[src/core/crf_pkg.sv]
package crf_pkg;
	// -----------------------------------------------
	// register map on the apb side
	// -----------------------------------------------
	localparam logic [7:0] REG_ACC = 8'h00;
	localparam logic [7:0] REG_IDX = 8'h04;
	localparam logic [7:0] REG_STK = 8'h08;
	localparam logic [7:0] REG_PRG = 8'h0c;
	localparam logic [7:0] REG_FLG = 8'h10;
	localparam logic [7:0] REG_STAT = 8'h14;

	// -----------------------------------------------
	// reset values and fixed fields
	// -----------------------------------------------
	localparam logic [15:0] STK_RESET = 16'h00ff;
	localparam logic [15:0] PRG_RESET = 16'h0000;
	localparam logic [9:0] STK_HI = 10'b0000000011;
	localparam int STK_W = 6;
	localparam logic [15:0] MEM_MASK = 16'h1fff;
	localparam logic [2:0] FLG_ONES = 3'b111;
	localparam logic [2:0] CALL_BYTES = 3'h2;
	localparam logic [2:0] INT_BYTES = 3'h5;

	// flag positions inside the flag byte
	localparam int FL_C = 0;
	localparam int FL_Z = 1;
	localparam int FL_N = 2;
	localparam int FL_I = 3;
	localparam int FL_H = 4;

	// stack item order: push order, pulls run backwards
	localparam logic [2:0] ITEM_PRGL = 3'h0;
	localparam logic [2:0] ITEM_PRGH = 3'h1;
	localparam logic [2:0] ITEM_IDX = 3'h2;
	localparam logic [2:0] ITEM_ACC = 3'h3;

	// -----------------------------------------------
	// operations and states
	// -----------------------------------------------
	typedef enum logic [4:0] {
		OP_NOP = 5'h00, OP_FETCH = 5'h01, OP_JUMP = 5'h02,
		OP_LOAD_ACC = 5'h03, OP_LOAD_IDX = 5'h04, OP_ADD = 5'h05,
		OP_ADD_CARRY = 5'h06, OP_INCREMENT = 5'h07, OP_DECREMENT = 5'h08,
		OP_ROTATE_RIGHT = 5'h09, OP_BIT_TEST = 5'h0a, OP_UNSIGNED_MULTIPLY = 5'h0b,
		OP_STACK_POINTER_RELOAD = 5'h0c, OP_MASK_CLEAR = 5'h0d, OP_MASK_SET = 5'h0e,
		OP_HALT = 5'h0f, OP_CALL = 5'h10, OP_SUB_RETURN = 5'h11,
		OP_INTERRUPT = 5'h12, OP_INTERRUPT_RETURN = 5'h13, OP_EA_NO_OFFSET = 5'h14,
		OP_EA_SHORT = 5'h15, OP_EA_LONG = 5'h16
	} crf_op_t;

	typedef enum logic [2:0] {
		ST_IDLE = 3'b000,
		ST_PUSH = 3'b001,
		ST_PULL_A = 3'b010,
		ST_PULL_W = 3'b011,
		ST_PULL_D = 3'b100
	} crf_state_t;

	// -----------------------------------------------
	// carriers
	// -----------------------------------------------
	typedef struct packed {
		crf_op_t op;
		logic [7:0] imm8;
		logic [15:0] imm16;
	} crf_req_t;

	typedef struct packed {
		logic [15:0] addr;
		logic [7:0] wdata;
		logic we;
		logic re;
	} crf_mem_t;
endpackage : crf_pkg

[src/core/crf_add.sv]
`timescale 1ns/1ps
// unsigned adder with carry out and nibble carry
module crf_add #(
	parameter int W = 8
) (
	input wire logic [W-1:0] a,
	input wire logic [W-1:0] b,
	input wire logic cin,
	output logic [W-1:0] sum,
	output logic cout,
	output logic hcarry
);
	logic [W:0] full;
	logic [4:0] low;

	// full sum and low nibble sum
	assign full = {1'b0, a} + {1'b0, b} + {{W{1'b0}}, cin};
	assign low = {1'b0, a[3:0]} + {1'b0, b[3:0]} + {4'h0, cin};
	assign sum = full[W-1:0];
	assign cout = full[W];
	assign hcarry = low[4];
endmodule : crf_add

[src/core/crf_regs.sv]
// Register access over APB and the register offsets were decided locally.
`timescale 1ns/1ps
// How it works
// (RQ1) 8-bit accumulator holds operands and results; reset leaves it alone
// (RQ2) indexed no offset: address is zero high byte, index low byte
// (RQ3) indexed short offset: address is index plus the 8-bit immediate
// (RQ4) indexed long offset: address is index plus the 16-bit immediate
// (RQ5) 8-bit index register doubles as storage; reset leaves it alone
// (RQ6) reset and stack reload operation load stack pointer with top of stack
// (RQ7) stack pointer decrements after each push, increments before each pull
// (RQ8) stack addresses use a fixed upper ten bits plus six pointer bits
// (RQ9) only 64 stack places; overflow wraps silently and overwrites
// (RQ10) subroutine call pushes two bytes, interrupt entry pushes five
// (RQ11) program counter steps by one per fetch unless loaded by a jump
// (RQ12) stack pointer and program counter are 16 bits; high address bits ignored
// (RQ13) condition flags are five bits; byte view shows three upper ones
// (RQ14) reset sets the interrupt mask only; clear, stop or wait clear it
// (RQ15) half carry set by add or add with carry on bit 3 carry
// (RQ16) mask blocks interrupts; entry sets mask after stacking, before vector; the code sets the mask and loads the vector on the same clock edge
// (RQ17) a request seen while masked is latched and served once unmasked
// (RQ18) interrupt return restores every stacked register including the mask
// (RQ19) negative flag follows bit 7 of each result
// (RQ20) zero flag set when a result is zero, cleared otherwise
// (RQ21) carry from bit 7, shifts, bit tests; untouched by increment, decrement
// (RQ22) multiply puts high product byte in index, low byte in accumulator
module crf_regs
	import crf_pkg::*;
(
	input wire logic pclk,
	input wire logic presetn,
	input wire logic psel,
	input wire logic penable,
	input wire logic pwrite,
	input wire logic [7:0] paddr,
	input wire logic [31:0] pwdata,
	output logic [31:0] prdata,
	output logic pready,
	output logic pslverr,
	input wire logic op_valid,
	input wire crf_req_t op_req,
	output logic op_ready,
	input wire logic irq_req,
	output logic irq_take,
	input wire logic [7:0] mem_rdata,
	output crf_mem_t mem_out,
	output logic [15:0] eff_addr
);
	// -----------------------------------------------
	// storage
	// -----------------------------------------------
	logic [7:0] acc_q;
	logic [7:0] idx_q;
	logic flag_h_q;
	logic flag_n_q;
	logic flag_z_q;
	logic flag_c_q;
	logic mask_q;
	logic [15:0] stk_ptr_q;
	logic [15:0] prg_cnt_q;
	logic irq_pend_q;
	logic irq_take_q;
	logic op_ready_q;
	crf_state_t st_q;
	crf_state_t st_d;
	logic [2:0] cnt_q;
	logic [2:0] nbytes_q;
	logic is_int_q;
	logic [15:0] vec_q;
	crf_mem_t mem_q;
	logic [15:0] ea_q;
	logic [31:0] prdata_q;
	logic pready_q;
	logic pslverr_q;

	// -----------------------------------------------
	// apb decode
	// -----------------------------------------------
	wire sel_acc = (paddr == REG_ACC);
	wire sel_idx = (paddr == REG_IDX);
	wire sel_stk = (paddr == REG_STK);
	wire sel_prg = (paddr == REG_PRG);
	wire sel_flg = (paddr == REG_FLG);
	wire sel_stat = (paddr == REG_STAT);
	wire bad_addr = ~(sel_acc | sel_idx | sel_stk | sel_prg | sel_flg | sel_stat);
	wire apb_first = psel & penable & ~pready_q;
	wire apb_done = psel & penable & pready_q;
	wire apb_wr = apb_done & pwrite & ~bad_addr;

	// byte view of the flags, upper three read as ones
	wire [7:0] flg_byte = {FLG_ONES, flag_h_q, mask_q, flag_n_q, flag_z_q, flag_c_q}; // [RQ13]
	wire [31:0] stat_word = {29'h0000000, irq_take_q, irq_pend_q, ~op_ready_q};

	// read data select
	wire [31:0] rd_word =
		sel_acc ? {24'h000000, acc_q} :
		sel_idx ? {24'h000000, idx_q} :
		sel_stk ? {16'h0000, stk_ptr_q} :
		sel_prg ? {16'h0000, prg_cnt_q} :
		sel_flg ? {24'h000000, flg_byte} :
		sel_stat ? stat_word : 32'h00000000;

	// -----------------------------------------------
	// operation decode
	// -----------------------------------------------
	wire fire = op_valid & op_ready_q;
	wire do_fetch = fire & (op_req.op == OP_FETCH);
	wire do_jump = fire & (op_req.op == OP_JUMP);
	wire do_lda = fire & (op_req.op == OP_LOAD_ACC);
	wire do_ldx = fire & (op_req.op == OP_LOAD_IDX);
	wire do_add = fire & (op_req.op == OP_ADD);
	wire do_adc = fire & (op_req.op == OP_ADD_CARRY);
	wire do_inc = fire & (op_req.op == OP_INCREMENT);
	wire do_dec = fire & (op_req.op == OP_DECREMENT);
	wire do_ror = fire & (op_req.op == OP_ROTATE_RIGHT);
	wire do_btst = fire & (op_req.op == OP_BIT_TEST);
	wire do_mul = fire & (op_req.op == OP_UNSIGNED_MULTIPLY);
	wire do_reload = fire & (op_req.op == OP_STACK_POINTER_RELOAD);
	wire do_mclr = fire & ((op_req.op == OP_MASK_CLEAR) | (op_req.op == OP_HALT));
	wire do_mset = fire & (op_req.op == OP_MASK_SET);
	wire do_call = fire & (op_req.op == OP_CALL);
	wire do_rts = fire & (op_req.op == OP_SUB_RETURN);
	wire do_int = fire & (op_req.op == OP_INTERRUPT) & ~mask_q; // [RQ16]
	wire do_rti = fire & (op_req.op == OP_INTERRUPT_RETURN);
	wire do_ea0 = fire & (op_req.op == OP_EA_NO_OFFSET);
	wire do_ea1 = fire & (op_req.op == OP_EA_SHORT);
	wire do_ea2 = fire & (op_req.op == OP_EA_LONG);

	// -----------------------------------------------
	// arithmetic
	// -----------------------------------------------
	logic [7:0] alu_sum;
	logic alu_c;
	logic alu_h;
	logic [15:0] ea_sum;

	// accumulator adder, carry in only for add with carry
	crf_add #(
		.W(8)
	) u_alu (
		.a(acc_q),
		.b(op_req.imm8),
		.cin(do_adc & flag_c_q),
		.sum(alu_sum),
		.cout(alu_c),
		.hcarry(alu_h)
	);

	// effective address adder, index is unsigned
	wire [15:0] ea_off = do_ea2 ? op_req.imm16 : {8'h00, op_req.imm8}; // [RQ3] [RQ4]
	crf_add #(
		.W(16)
	) u_ea (
		.a({8'h00, idx_q}),
		.b(ea_off),
		.cin(1'b0),
		.sum(ea_sum),
		.cout(),
		.hcarry()
	);
	wire [15:0] ea_next = do_ea0 ? {8'h00, idx_q} : ea_sum; // [RQ2]

	// result of the single step data operations
	wire [7:0] res =
		(do_lda | do_ldx) ? op_req.imm8 :
		(do_add | do_adc) ? alu_sum :
		do_inc ? acc_q + 8'h01 :
		do_dec ? acc_q - 8'h01 :
		{flag_c_q, acc_q[7:1]};
	wire acc_upd = do_lda | do_add | do_adc | do_inc | do_dec | do_ror;
	wire nz_upd = acc_upd | do_ldx;
	wire [15:0] prod = {8'h00, acc_q} * {8'h00, idx_q};
	wire test_bit = op_req.imm8[op_req.imm16[2:0]];

	// -----------------------------------------------
	// stack sequencing
	// -----------------------------------------------
	wire [STK_W-1:0] stk_lo = stk_ptr_q[STK_W-1:0];
	wire [STK_W-1:0] stk_lo_dec = stk_lo - 6'h01;
	wire [STK_W-1:0] stk_lo_inc = stk_lo + 6'h01;
	wire last = (cnt_q == nbytes_q - 3'h1);
	wire [2:0] item = (st_q == ST_PUSH) ? cnt_q : nbytes_q - 3'h1 - cnt_q;
	wire pull_cap = (st_q == ST_PULL_D);
	wire push_end = (st_q == ST_PUSH) & last;
	wire [7:0] push_byte =
		(item == ITEM_PRGL) ? prg_cnt_q[7:0] :
		(item == ITEM_PRGH) ? prg_cnt_q[15:8] :
		(item == ITEM_IDX) ? idx_q :
		(item == ITEM_ACC) ? acc_q : flg_byte;

	// next state
	always_comb begin
		st_d = st_q;
		case (st_q)
			ST_IDLE: begin
				if (do_call | do_int)
					st_d = ST_PUSH;
				else if (do_rts | do_rti)
					st_d = ST_PULL_A;
			end
			ST_PUSH: begin
				if (last)
					st_d = ST_IDLE;
			end
			ST_PULL_A: st_d = ST_PULL_W;
			ST_PULL_W: st_d = ST_PULL_D;
			ST_PULL_D: st_d = last ? ST_IDLE : ST_PULL_A;
			default: st_d = ST_IDLE;
		endcase
	end

	// sequencer registers
	always_ff @(posedge pclk or negedge presetn) begin
		if (!presetn) begin
			st_q <= ST_IDLE;
			cnt_q <= 3'h0;
			nbytes_q <= CALL_BYTES;
			is_int_q <= 1'b0;
			vec_q <= PRG_RESET;
			op_ready_q <= 1'b1;
		end else begin
			st_q <= st_d;
			op_ready_q <= (st_d == ST_IDLE);
			if (st_q == ST_IDLE) begin
				cnt_q <= 3'h0;
				nbytes_q <= (do_int | do_rti) ? INT_BYTES : CALL_BYTES; // [RQ10]
				is_int_q <= do_int;
				vec_q <= op_req.imm16;
			end else if ((st_q == ST_PUSH) | pull_cap) begin
				cnt_q <= cnt_q + 3'h1;
			end
		end
	end

	// memory port: stack writes and reads
	always_ff @(posedge pclk or negedge presetn) begin
		if (!presetn) begin
			mem_q <= '0;
		end else begin
			mem_q.we <= (st_q == ST_PUSH);
			mem_q.re <= (st_q == ST_PULL_A);
			if (st_q == ST_PUSH) begin
				mem_q.addr <= {STK_HI, stk_lo} & MEM_MASK; // [RQ8] [RQ12]
				mem_q.wdata <= push_byte;
			end else if (st_q == ST_PULL_A) begin
				mem_q.addr <= {STK_HI, stk_lo_inc} & MEM_MASK; // [RQ8]
			end
		end
	end

	// -----------------------------------------------
	// stack pointer, program counter, mask
	// -----------------------------------------------
	always_ff @(posedge pclk or negedge presetn) begin
		if (!presetn) begin
			stk_ptr_q <= STK_RESET; // [RQ6]
		end else begin
			if (apb_wr & sel_stk)
				stk_ptr_q <= pwdata[15:0];
			if (do_reload)
				stk_ptr_q <= STK_RESET; // [RQ6]
			if (st_q == ST_PUSH)
				stk_ptr_q[STK_W-1:0] <= stk_lo_dec; // [RQ7] [RQ9]
			if (st_q == ST_PULL_A)
				stk_ptr_q[STK_W-1:0] <= stk_lo_inc; // [RQ7]
		end
	end

	always_ff @(posedge pclk or negedge presetn) begin
		if (!presetn) begin
			prg_cnt_q <= PRG_RESET;
		end else begin
			if (apb_wr & sel_prg)
				prg_cnt_q <= pwdata[15:0]; // [RQ12]
			if (do_fetch)
				prg_cnt_q <= prg_cnt_q + 16'h0001; // [RQ11]
			if (do_jump | (push_end & ~is_int_q))
				prg_cnt_q <= do_jump ? op_req.imm16 : vec_q; // [RQ11]
			if (push_end & is_int_q)
				prg_cnt_q <= vec_q;
			if (pull_cap & (item == ITEM_PRGL))
				prg_cnt_q[7:0] <= mem_rdata;
			if (pull_cap & (item == ITEM_PRGH))
				prg_cnt_q[15:8] <= mem_rdata;
		end
	end

	// mask: set by reset, restored by interrupt return
	always_ff @(posedge pclk or negedge presetn) begin
		if (!presetn) begin
			mask_q <= 1'b1; // [RQ14]
		end else begin
			if (apb_wr & sel_flg)
				mask_q <= pwdata[FL_I];
			if (do_mclr)
				mask_q <= 1'b0; // [RQ14]
			if (do_mset | (push_end & is_int_q))
				mask_q <= 1'b1; // [RQ16]
			if (pull_cap & (item > ITEM_ACC))
				mask_q <= mem_rdata[FL_I]; // [RQ18]
		end
	end

	// pending latch: a new request beats the clear
	always_ff @(posedge pclk or negedge presetn) begin
		if (!presetn) begin
			irq_pend_q <= 1'b0;
			irq_take_q <= 1'b0;
		end else begin
			irq_pend_q <= irq_req | (irq_pend_q & ~do_int); // [RQ17]
			irq_take_q <= irq_pend_q & ~mask_q & ~do_int; // [RQ16] [RQ17]
		end
	end

	// effective address output
	always_ff @(posedge pclk or negedge presetn) begin
		if (!presetn)
			ea_q <= 16'h0000;
		else if (do_ea0 | do_ea1 | do_ea2)
			ea_q <= ea_next & MEM_MASK; // [RQ2] [RQ3] [RQ4]
	end

	// -----------------------------------------------
	// data registers, untouched by reset
	// -----------------------------------------------
	always_ff @(posedge pclk) begin
		if (apb_wr & sel_acc)
			acc_q <= pwdata[7:0];
		if (apb_wr & sel_idx)
			idx_q <= pwdata[7:0];
		if (acc_upd)
			acc_q <= res; // [RQ1]
		if (do_ldx)
			idx_q <= res; // [RQ5]
		if (do_mul)
			{idx_q, acc_q} <= prod; // [RQ22]
		if (pull_cap & (item == ITEM_ACC))
			acc_q <= mem_rdata; // [RQ18]
		if (pull_cap & (item == ITEM_IDX))
			idx_q <= mem_rdata; // [RQ18]
	end

	// result flags
	always_ff @(posedge pclk) begin
		if (apb_wr & sel_flg)
			{flag_h_q, flag_n_q, flag_z_q, flag_c_q} <= {pwdata[FL_H], pwdata[FL_N], pwdata[FL_Z], pwdata[FL_C]};
		if (nz_upd) begin
			flag_n_q <= res[7]; // [RQ19]
			flag_z_q <= (res == 8'h00); // [RQ20]
		end
		if (do_add | do_adc) begin
			flag_h_q <= alu_h; // [RQ15]
			flag_c_q <= alu_c; // [RQ21]
		end
		if (do_ror)
			flag_c_q <= acc_q[0]; // [RQ21]
		if (do_btst)
			flag_c_q <= test_bit; // [RQ21]
		if (do_mul) begin
			flag_h_q <= 1'b0;
			flag_c_q <= 1'b0;
		end
		if (pull_cap & (item > ITEM_ACC))
			{flag_h_q, flag_n_q, flag_z_q, flag_c_q} <=
				{mem_rdata[FL_H], mem_rdata[FL_N], mem_rdata[FL_Z], mem_rdata[FL_C]}; // [RQ18]
	end

	// -----------------------------------------------
	// apb slave, one wait state
	// -----------------------------------------------
	always_ff @(posedge pclk or negedge presetn) begin
		if (!presetn) begin
			prdata_q <= 32'h00000000;
			pready_q <= 1'b0;
			pslverr_q <= 1'b0;
		end else begin
			pready_q <= apb_first;
			pslverr_q <= apb_first & bad_addr;
			if (apb_first)
				prdata_q <= rd_word;
		end
	end

	// outputs straight from flops
	assign prdata = prdata_q;
	assign pready = pready_q;
	assign pslverr = pslverr_q;
	assign op_ready = op_ready_q;
	assign irq_take = irq_take_q;
	assign mem_out = mem_q;
	assign eff_addr = ea_q;
endmodule : crf_regs

[config.mk]
export PLATFORM = sky130hd
export DESIGN_NAME = crf_regs
export DESIGN_NICKNAME = d
export VERILOG_FILES = /design/src/core/crf_pkg.sv /design/src/core/crf_add.sv /design/src/core/crf_regs.sv
export SDC_FILE = /design/constraint.sdc
export NUM_CORES = 1
export LEC_CHECK = 0
export BUFFER_PORTS_ARGS = -buffer_cell sky130_fd_sc_hd__buf_4
export CAP_MARGIN = 20
export CORE_MARGIN = 2
export CORE_UTILIZATION = 45
export CTS_CLUSTER_DIAMETER = 60
export DETAILED_ROUTE_END_ITERATION = 12
export PLACE_DENSITY_LB_ADDON = 0.12
export SYNTH_ARGS = -nofsm -noshare
export SYNTH_HDL_FRONTEND = slang
export SYNTH_SLANG_ARGS = --single-unit
[constraint.sdc]
create_clock -name pclk -period 8 [get_ports pclk]
set_input_delay 1.2 -clock pclk [delete_from_list [all_inputs] [get_ports pclk]]
set_output_delay 1.2 -clock pclk [all_outputs]
set_load 0.02 [all_outputs]
# After elaboration in Yosys (flattened, before gate mapping)
# Cells that the tools add are included.
dict set report classes {
  n_addsub 13
  mul 1
  magnitude_cmp 2
  eq_ne 35
  mux 68
  n_bitwise 75
  n_reduce_logical 17
}
# operator count
set ops {}
lappend ops {{16-bit 2-to-1 mux} 13}
lappend ops {{8-bit 2-to-1 mux} 19}
lappend ops {{1-bit AND} 46}
lappend ops {{5-bit by 4-bit equality test with 1-bit output (second input constant)} 8}
lappend ops {{5-bit equality test (second input constant)} 7}
lappend ops {{13-bit 2-to-1 mux} 2}
lappend ops {{3-bit 2-to-1 mux} 8}
lappend ops {{1-bit bitwise OR} 23}
lappend ops {{1-bit 2-to-1 mux} 21}
lappend ops {{5-bit by 3-bit equality test with 1-bit output (second input constant)} 4}
lappend ops {{4-bit nonzero test} 5}
lappend ops {{16-bit by 1-bit adder with 16-bit output (second input constant)} 1}
lappend ops {{8-bit by 4-bit equality test with 1-bit output (second input constant)} 2}
lappend ops {{8-bit by 5-bit equality test with 1-bit output (second input constant)} 2}
lappend ops {{8-bit logical NOT} 2}
lappend ops {{8-bit by 8-bit multiplier with 16-bit output} 1}
lappend ops {{3-bit one-hot mux with 5 select lines} 1}
lappend ops {{8-bit by 13-bit adder with 13-bit output} 1}
lappend ops {{3-bit by 2-bit equality test with 1-bit output (second input constant)} 4}
lappend ops {{6-bit 2-to-1 mux} 2}
lappend ops {{5-bit by 2-bit equality test with 1-bit output (second input constant)} 2}
lappend ops {{5-bit nonzero test} 2}
lappend ops {{8-bit by 8-bit adder with 9-bit output} 1}
lappend ops {{9-bit by 1-bit adder with 9-bit output} 1}
lappend ops {{other kinds (23)} 33}
dict set report word_totals {
  register_bits 155
  wordCells 238
}

# Logic depth before layout (Yosys ltp)
dict set report logic_depth {
  ltp_word 14
  mapped_depth 18
  ltp_nobuf 17
}

# Modules after synthesis
# From an unflattened synthesis, not the netlist that was laid out.
dict set report hier_totals {
  cells_unflattened 1490
  area_unflattened_um2 12343.1
}
# module instances cells_per_inst area_per_inst_um2
set by_module_without_submodules {}
lappend by_module_without_submodules {crf_regs 1 1331 11155.7}
lappend by_module_without_submodules {{crf_add at u_ea} 1 121 870.8}
lappend by_module_without_submodules {{crf_add at u_alu} 1 38 316.6}

# Worst setup path after synthesis
# No wires, ideal clock.
dict set report synth_timing {
  path_kind {register to register}
  startpoint {register acc_q[3]}
  endpoint {register idx_q[7], data pin}
  setup_ns 0.265
  t_arrival_ns 4.638
  required_ns 7.735
  setup_slack_ns 3.096
  path_stages_with_launch 18
  n_path_buf 2
  synth_period_minus_slack_ns 4.904
  path_cell_list {edfxtp_1 > clkbuf_1 > clkbuf_1 > and2_1 > fa_1 > fa_1 > fa_1 > inv_1 > fa_1 > inv_1 > ha_1 > or2_2 > a21oi_1 > a31oi_1 > a31o_2 > a21oi_1 > mux2i_1 > a31oi_1}
}
dict set report synth_via {
  elab_chain_len 8
  word_cells_on_any_way 12
}
# element line_no
set synth_lines {}
lappend synth_lines {{from (decl)} crf_regs.sv:51} ;# logic [7:0] acc_q;
lappend synth_lines {{from (signal assigned)} crf_regs.sv:327} ;# acc_q <= pwdata[7:0];
lappend synth_lines {{from (signal assigned)} crf_regs.sv:331} ;# acc_q <= res;
lappend synth_lines {{from (signal assigned)} crf_regs.sv:335} ;# {idx_q, acc_q} <= prod;
lappend synth_lines {{branches (longest 6 deep; another with 8-bit by 8-bit adder with 9-bit output)} --}
lappend synth_lines {{8-bit 2-to-1 mux *} crf_regs.sv:334} ;# if (do_mul)
lappend synth_lines {{8-bit 2-to-1 mux *} crf_regs.sv:338} ;# if (pull_cap & (item == ITEM_IDX))
lappend synth_lines {{to (signal assigned)} crf_regs.sv:333} ;# idx_q <= res;
lappend synth_lines {{to (signal assigned)} crf_regs.sv:335}
lappend synth_lines {{to (signal assigned)} crf_regs.sv:339} ;# idx_q <= mem_rdata;
lappend synth_lines {{to (decl)} crf_regs.sv:52} ;# logic [7:0] idx_q;
# Mark *: on every way between the ends.
# A chain may end at the register's enable or synchronous reset.

# Worst setup path in the final report
dict set report layout_timing {
  startpoint {register acc_q[3]}
  endpoint {register idx_q[6], data pin}
}
# Same word-level chain as after synthesis.

==> results.py <==
metrics = {
    "setup_path": {
        "critPathTopFamily": "adder cells",
        "crit_chain": "and2_1, fa_1, ha_1, inv_1, fa_1, fa_1, inv_1, ha_1, o21a_1, a2111oi_0, o31ai_1, o41ai_1, xnor2_1, nand2_1, a41oi_1",
        "cp-end-kind": "flop",
        "crit_top_cell": "fa_1",
        "worstPathRequired_ns": 8.26,
        "crit_path_start_kind": "flop",
        "arrival_ns": 5.71,
        "critPathSlowestCell": "edfxtp_1",
        "slowest_delay_ns": 0.96,
        "critical_path_buf_inv_count": 2,
        "critPathKind": "flop to flop",
        "cp_max_fo": 21,
    },
    "cts": {
        "post_cts_resized": 0,
        "post_cts_buffers": 0,
        "hold_buffers": 0,
        "clock_sinks": 129,
        "clock_latency_ns": 0.43,
        "cts_tree": "yes",
        "clockBufferDepth": 2,
        "htreeDepth": 4,
        "cts_made_buffers": 17,
        "cts.clk_slew.worst_paths_ns": 0.06,
        "root_buffer": "clkbuf_16",
    },
    "drt": {
        "drcViolationCount": 0,
        "drtIter0Drc": 898,
        "wl_per_cell_um": 21.3,
        "drt_pass1_iterations": 8,
        "viasPerCell": 5.98,
        "num_vias": 10600,
        "routed_wl_um": 37800,
        "final_antenna_net_count": 0,
    },
    "floorplan": {
        "start_util_pct": 45.9,
        "core_region_area_um2": 25300,
        "dieArea_um2": 27100,
        "io_pins": 162,
        "die_h_um": 165,
        "rows": 58,
        "die_w_um": 165,
    },
    "logic_synthesis": {
        "syn_avg_cell_area_um2": 8.48,
        "yosysUniqueCellTypes": 96,
        "synth_flop_cell": "dfrtp_1",
        "syn-instance-count": 1369,
        "yosysSeqAreaShare_pct": 28.8,
        "ys_warn_count": 0,
        "synth-edff-count": 20,
        "ys_async_sr_fraction_pct": 84.5,
        "synth-seq-cells": 129,
        "syn-cell-area_um2": 11600,
    },
    "grt": {
        "grt_max_degree": 75,
        "grt_pass1_vias": 9968,
        "grt_pass1_wl_um": 58100,
        "grt_antenna_before_repair": 0,
        "grt_usage_pct": 28.4,
        "grt_remaining_overflow": 0,
    },
    "place": {
        "dp_hpwl_um": 28000,
        "gp_congestion": 0.958,
        "placed_cells": 1741,
        "place_ws_ns": 2.61,
        "place.port_buffers": 118,
    },
    "outcome": {
        "outcome": "complete, no violations",
    },
    "power_and_ir_drop": {
        "leakage_nw": 5.79,
        "power_density_nw_per_um2": 273,
        "peakVddDrop_mv": 0.137,
    },
    "sta": {
        "fin_skew_ns": 0.00959,
        "whs_ns": 0.477,
        "tns_ns": 0,
        "period_needed_ns": 5.44,
        "setup_viol": 0,
        "fin_crit_sh_pct": 68.0,
        "grt_setup_unrepaired": "false",
        "setup_slack_ns": 2.56,
        "fmax_mhz": 184,
        "tightest_slew_ns": 1.10,
        "relSlewSlack_pct": 26.6,
        "finalHoldViolCount": 0,
        "slew_violations": 0,
    },
    "layout": {
        "syn2layout_area_growth_pct": 13.1,
        "final_cell_mix": "192 x nand2_1, 127 x buf_4, 98 x dfrtp_1, 92 x nor2_1, 76 x o21ai_0",
        "final_util_pct": 52.0,
        "finalNetCount": 1616,
        "antenna_cells": 0,
        "nFillCells": 2475,
        "layout_commonest_cell": "nand2_1",
        "instances_no_fill": 1775,
        "drive_above_1_share_pct": 15.4,
    },
    "run": {
        "cap_violations": 0,
    },
    "hold_path": {
        "hold_path_class": "flop to flop",
    },
}
## synth_stat cells (14+ instances only)
cell	count	area (µm²)
ha_1	60	751
mux2i_1	35	350
buf_4	28	210
o31ai_1	18	135
nand2_1	192	721
a211oi_1	17	128
inv_1	72	270
and2_1	53	332
o22ai_1	20	125
dfrtp_1	98	2450
clkbuf_1	66	248
a21oi_1	75	375
nor3_1	26	130
edfxtp_1	20	601
nor2_1	92	345
nand3_1	32	160
o21ai_0	76	380
xnor2_1	31	272
o211ai_1	19	143
or3_1	15	93.8
fa_1	40	801
xor2_1	14	123
a31oi_1	26	163
mux2_2	24	270
## logic make-up (layout without fill, tap and decap cells)
family	count (synthesis)	after routing	share of synthesized area (%)
compound gates	362	362	20.9
mux	63	63	6.03
fa+ha+maj	101	101	13.5
simple gates	484	484	20.1
buf+inv	183	233	7.02
xor+xnor	46	46	3.59
other cells	1	27	0.0323
flops	129	129	28.8
## stage by stage
step                      power, mW  area, µm²
after global placement         2.75      12500
final                          3.58      13100
after floorplan                2.25      11700
after CTS                      3.56      13100
after detailed placement       2.78      12500
after global routing           3.81      13100
## worst register-to-register path, stage by stage (launching register included)
cell       delay (ns)
edfxtp_1         0.96
and2_1           0.27
fa_1             0.42
ha_1             0.29
inv_1            0.05
fa_1             0.50
fa_1             0.55
inv_1            0.05
ha_1             0.35
o21a_1           0.15
a2111oi_0        0.66
o31ai_1          0.26
o41ai_1          0.35
xnor2_1          0.16
nand2_1          0.07
a41oi_1          0.20
## cell type report
type	instances	area, µm²	area share, %
Clock buffer	19	443	3.37
Tap cell	330	413	3.14
Inverter	72	270	2.06
Timing Repair Buffer	129	972	7.40
Multi-Input combinational cell	1083	7550	57.5
Sequential cell	129	3340	25.5
Clock inverter	13	134	1.02
## layer usage
layer,global-route usage (%),routed length (µm),vias to the layer above
li1,-,-,4983
met1,40.7,17000,5153
met2,45.0,17200,424
met3,3.49,2750,62
met4,8.50,879,0
met5,0,0,-
## flip-flops by register name (all words and copies together), names as in the netlist, 2 cells and up
signal     flops
acc_q          8
cnt_q          3
eff_addr      13
idx_q          8
mem_out       17
nbytes_q       2
prdata        16
prg_cnt_q     16
st_q           3
stk_ptr_q     16
vec_q         16
## worst paths after layout
check | startpoint | endpoint | slack (ns) | cells past startpoint
min reg2reg | prdata[6]$_DFFE_PN0P_ | prdata[6]$_DFFE_PN0P_ | 0.48 | 2
max in group asynchronous | presetn | vec_q[3]$_DFFE_PN0P_ | 5.92 | 2
max | acc_q[3]$_DFFE_PP_ | idx_q[6]$_DFFE_PP_ | 2.56 | 15
max reg2reg | acc_q[3]$_DFFE_PP_ | idx_q[6]$_DFFE_PP_ | 2.56 | 15
min | prdata[6]$_DFFE_PN0P_ | prdata[6]$_DFFE_PN0P_ | 0.48 | 2
min in group asynchronous | presetn | prdata[1]$_DFFE_PN0P_ | 0.72 | 1
## power by group
part           total [mW]  switching, mW  internal [mW]  leakage (nW)
clock network       0.777          0.310          0.467         0.284
logic                1.65          0.943          0.706          3.96
registers            1.15          0.268          0.886          1.54
total                3.58           1.52           2.06          5.79
Power figures use the tool's default switching activity.
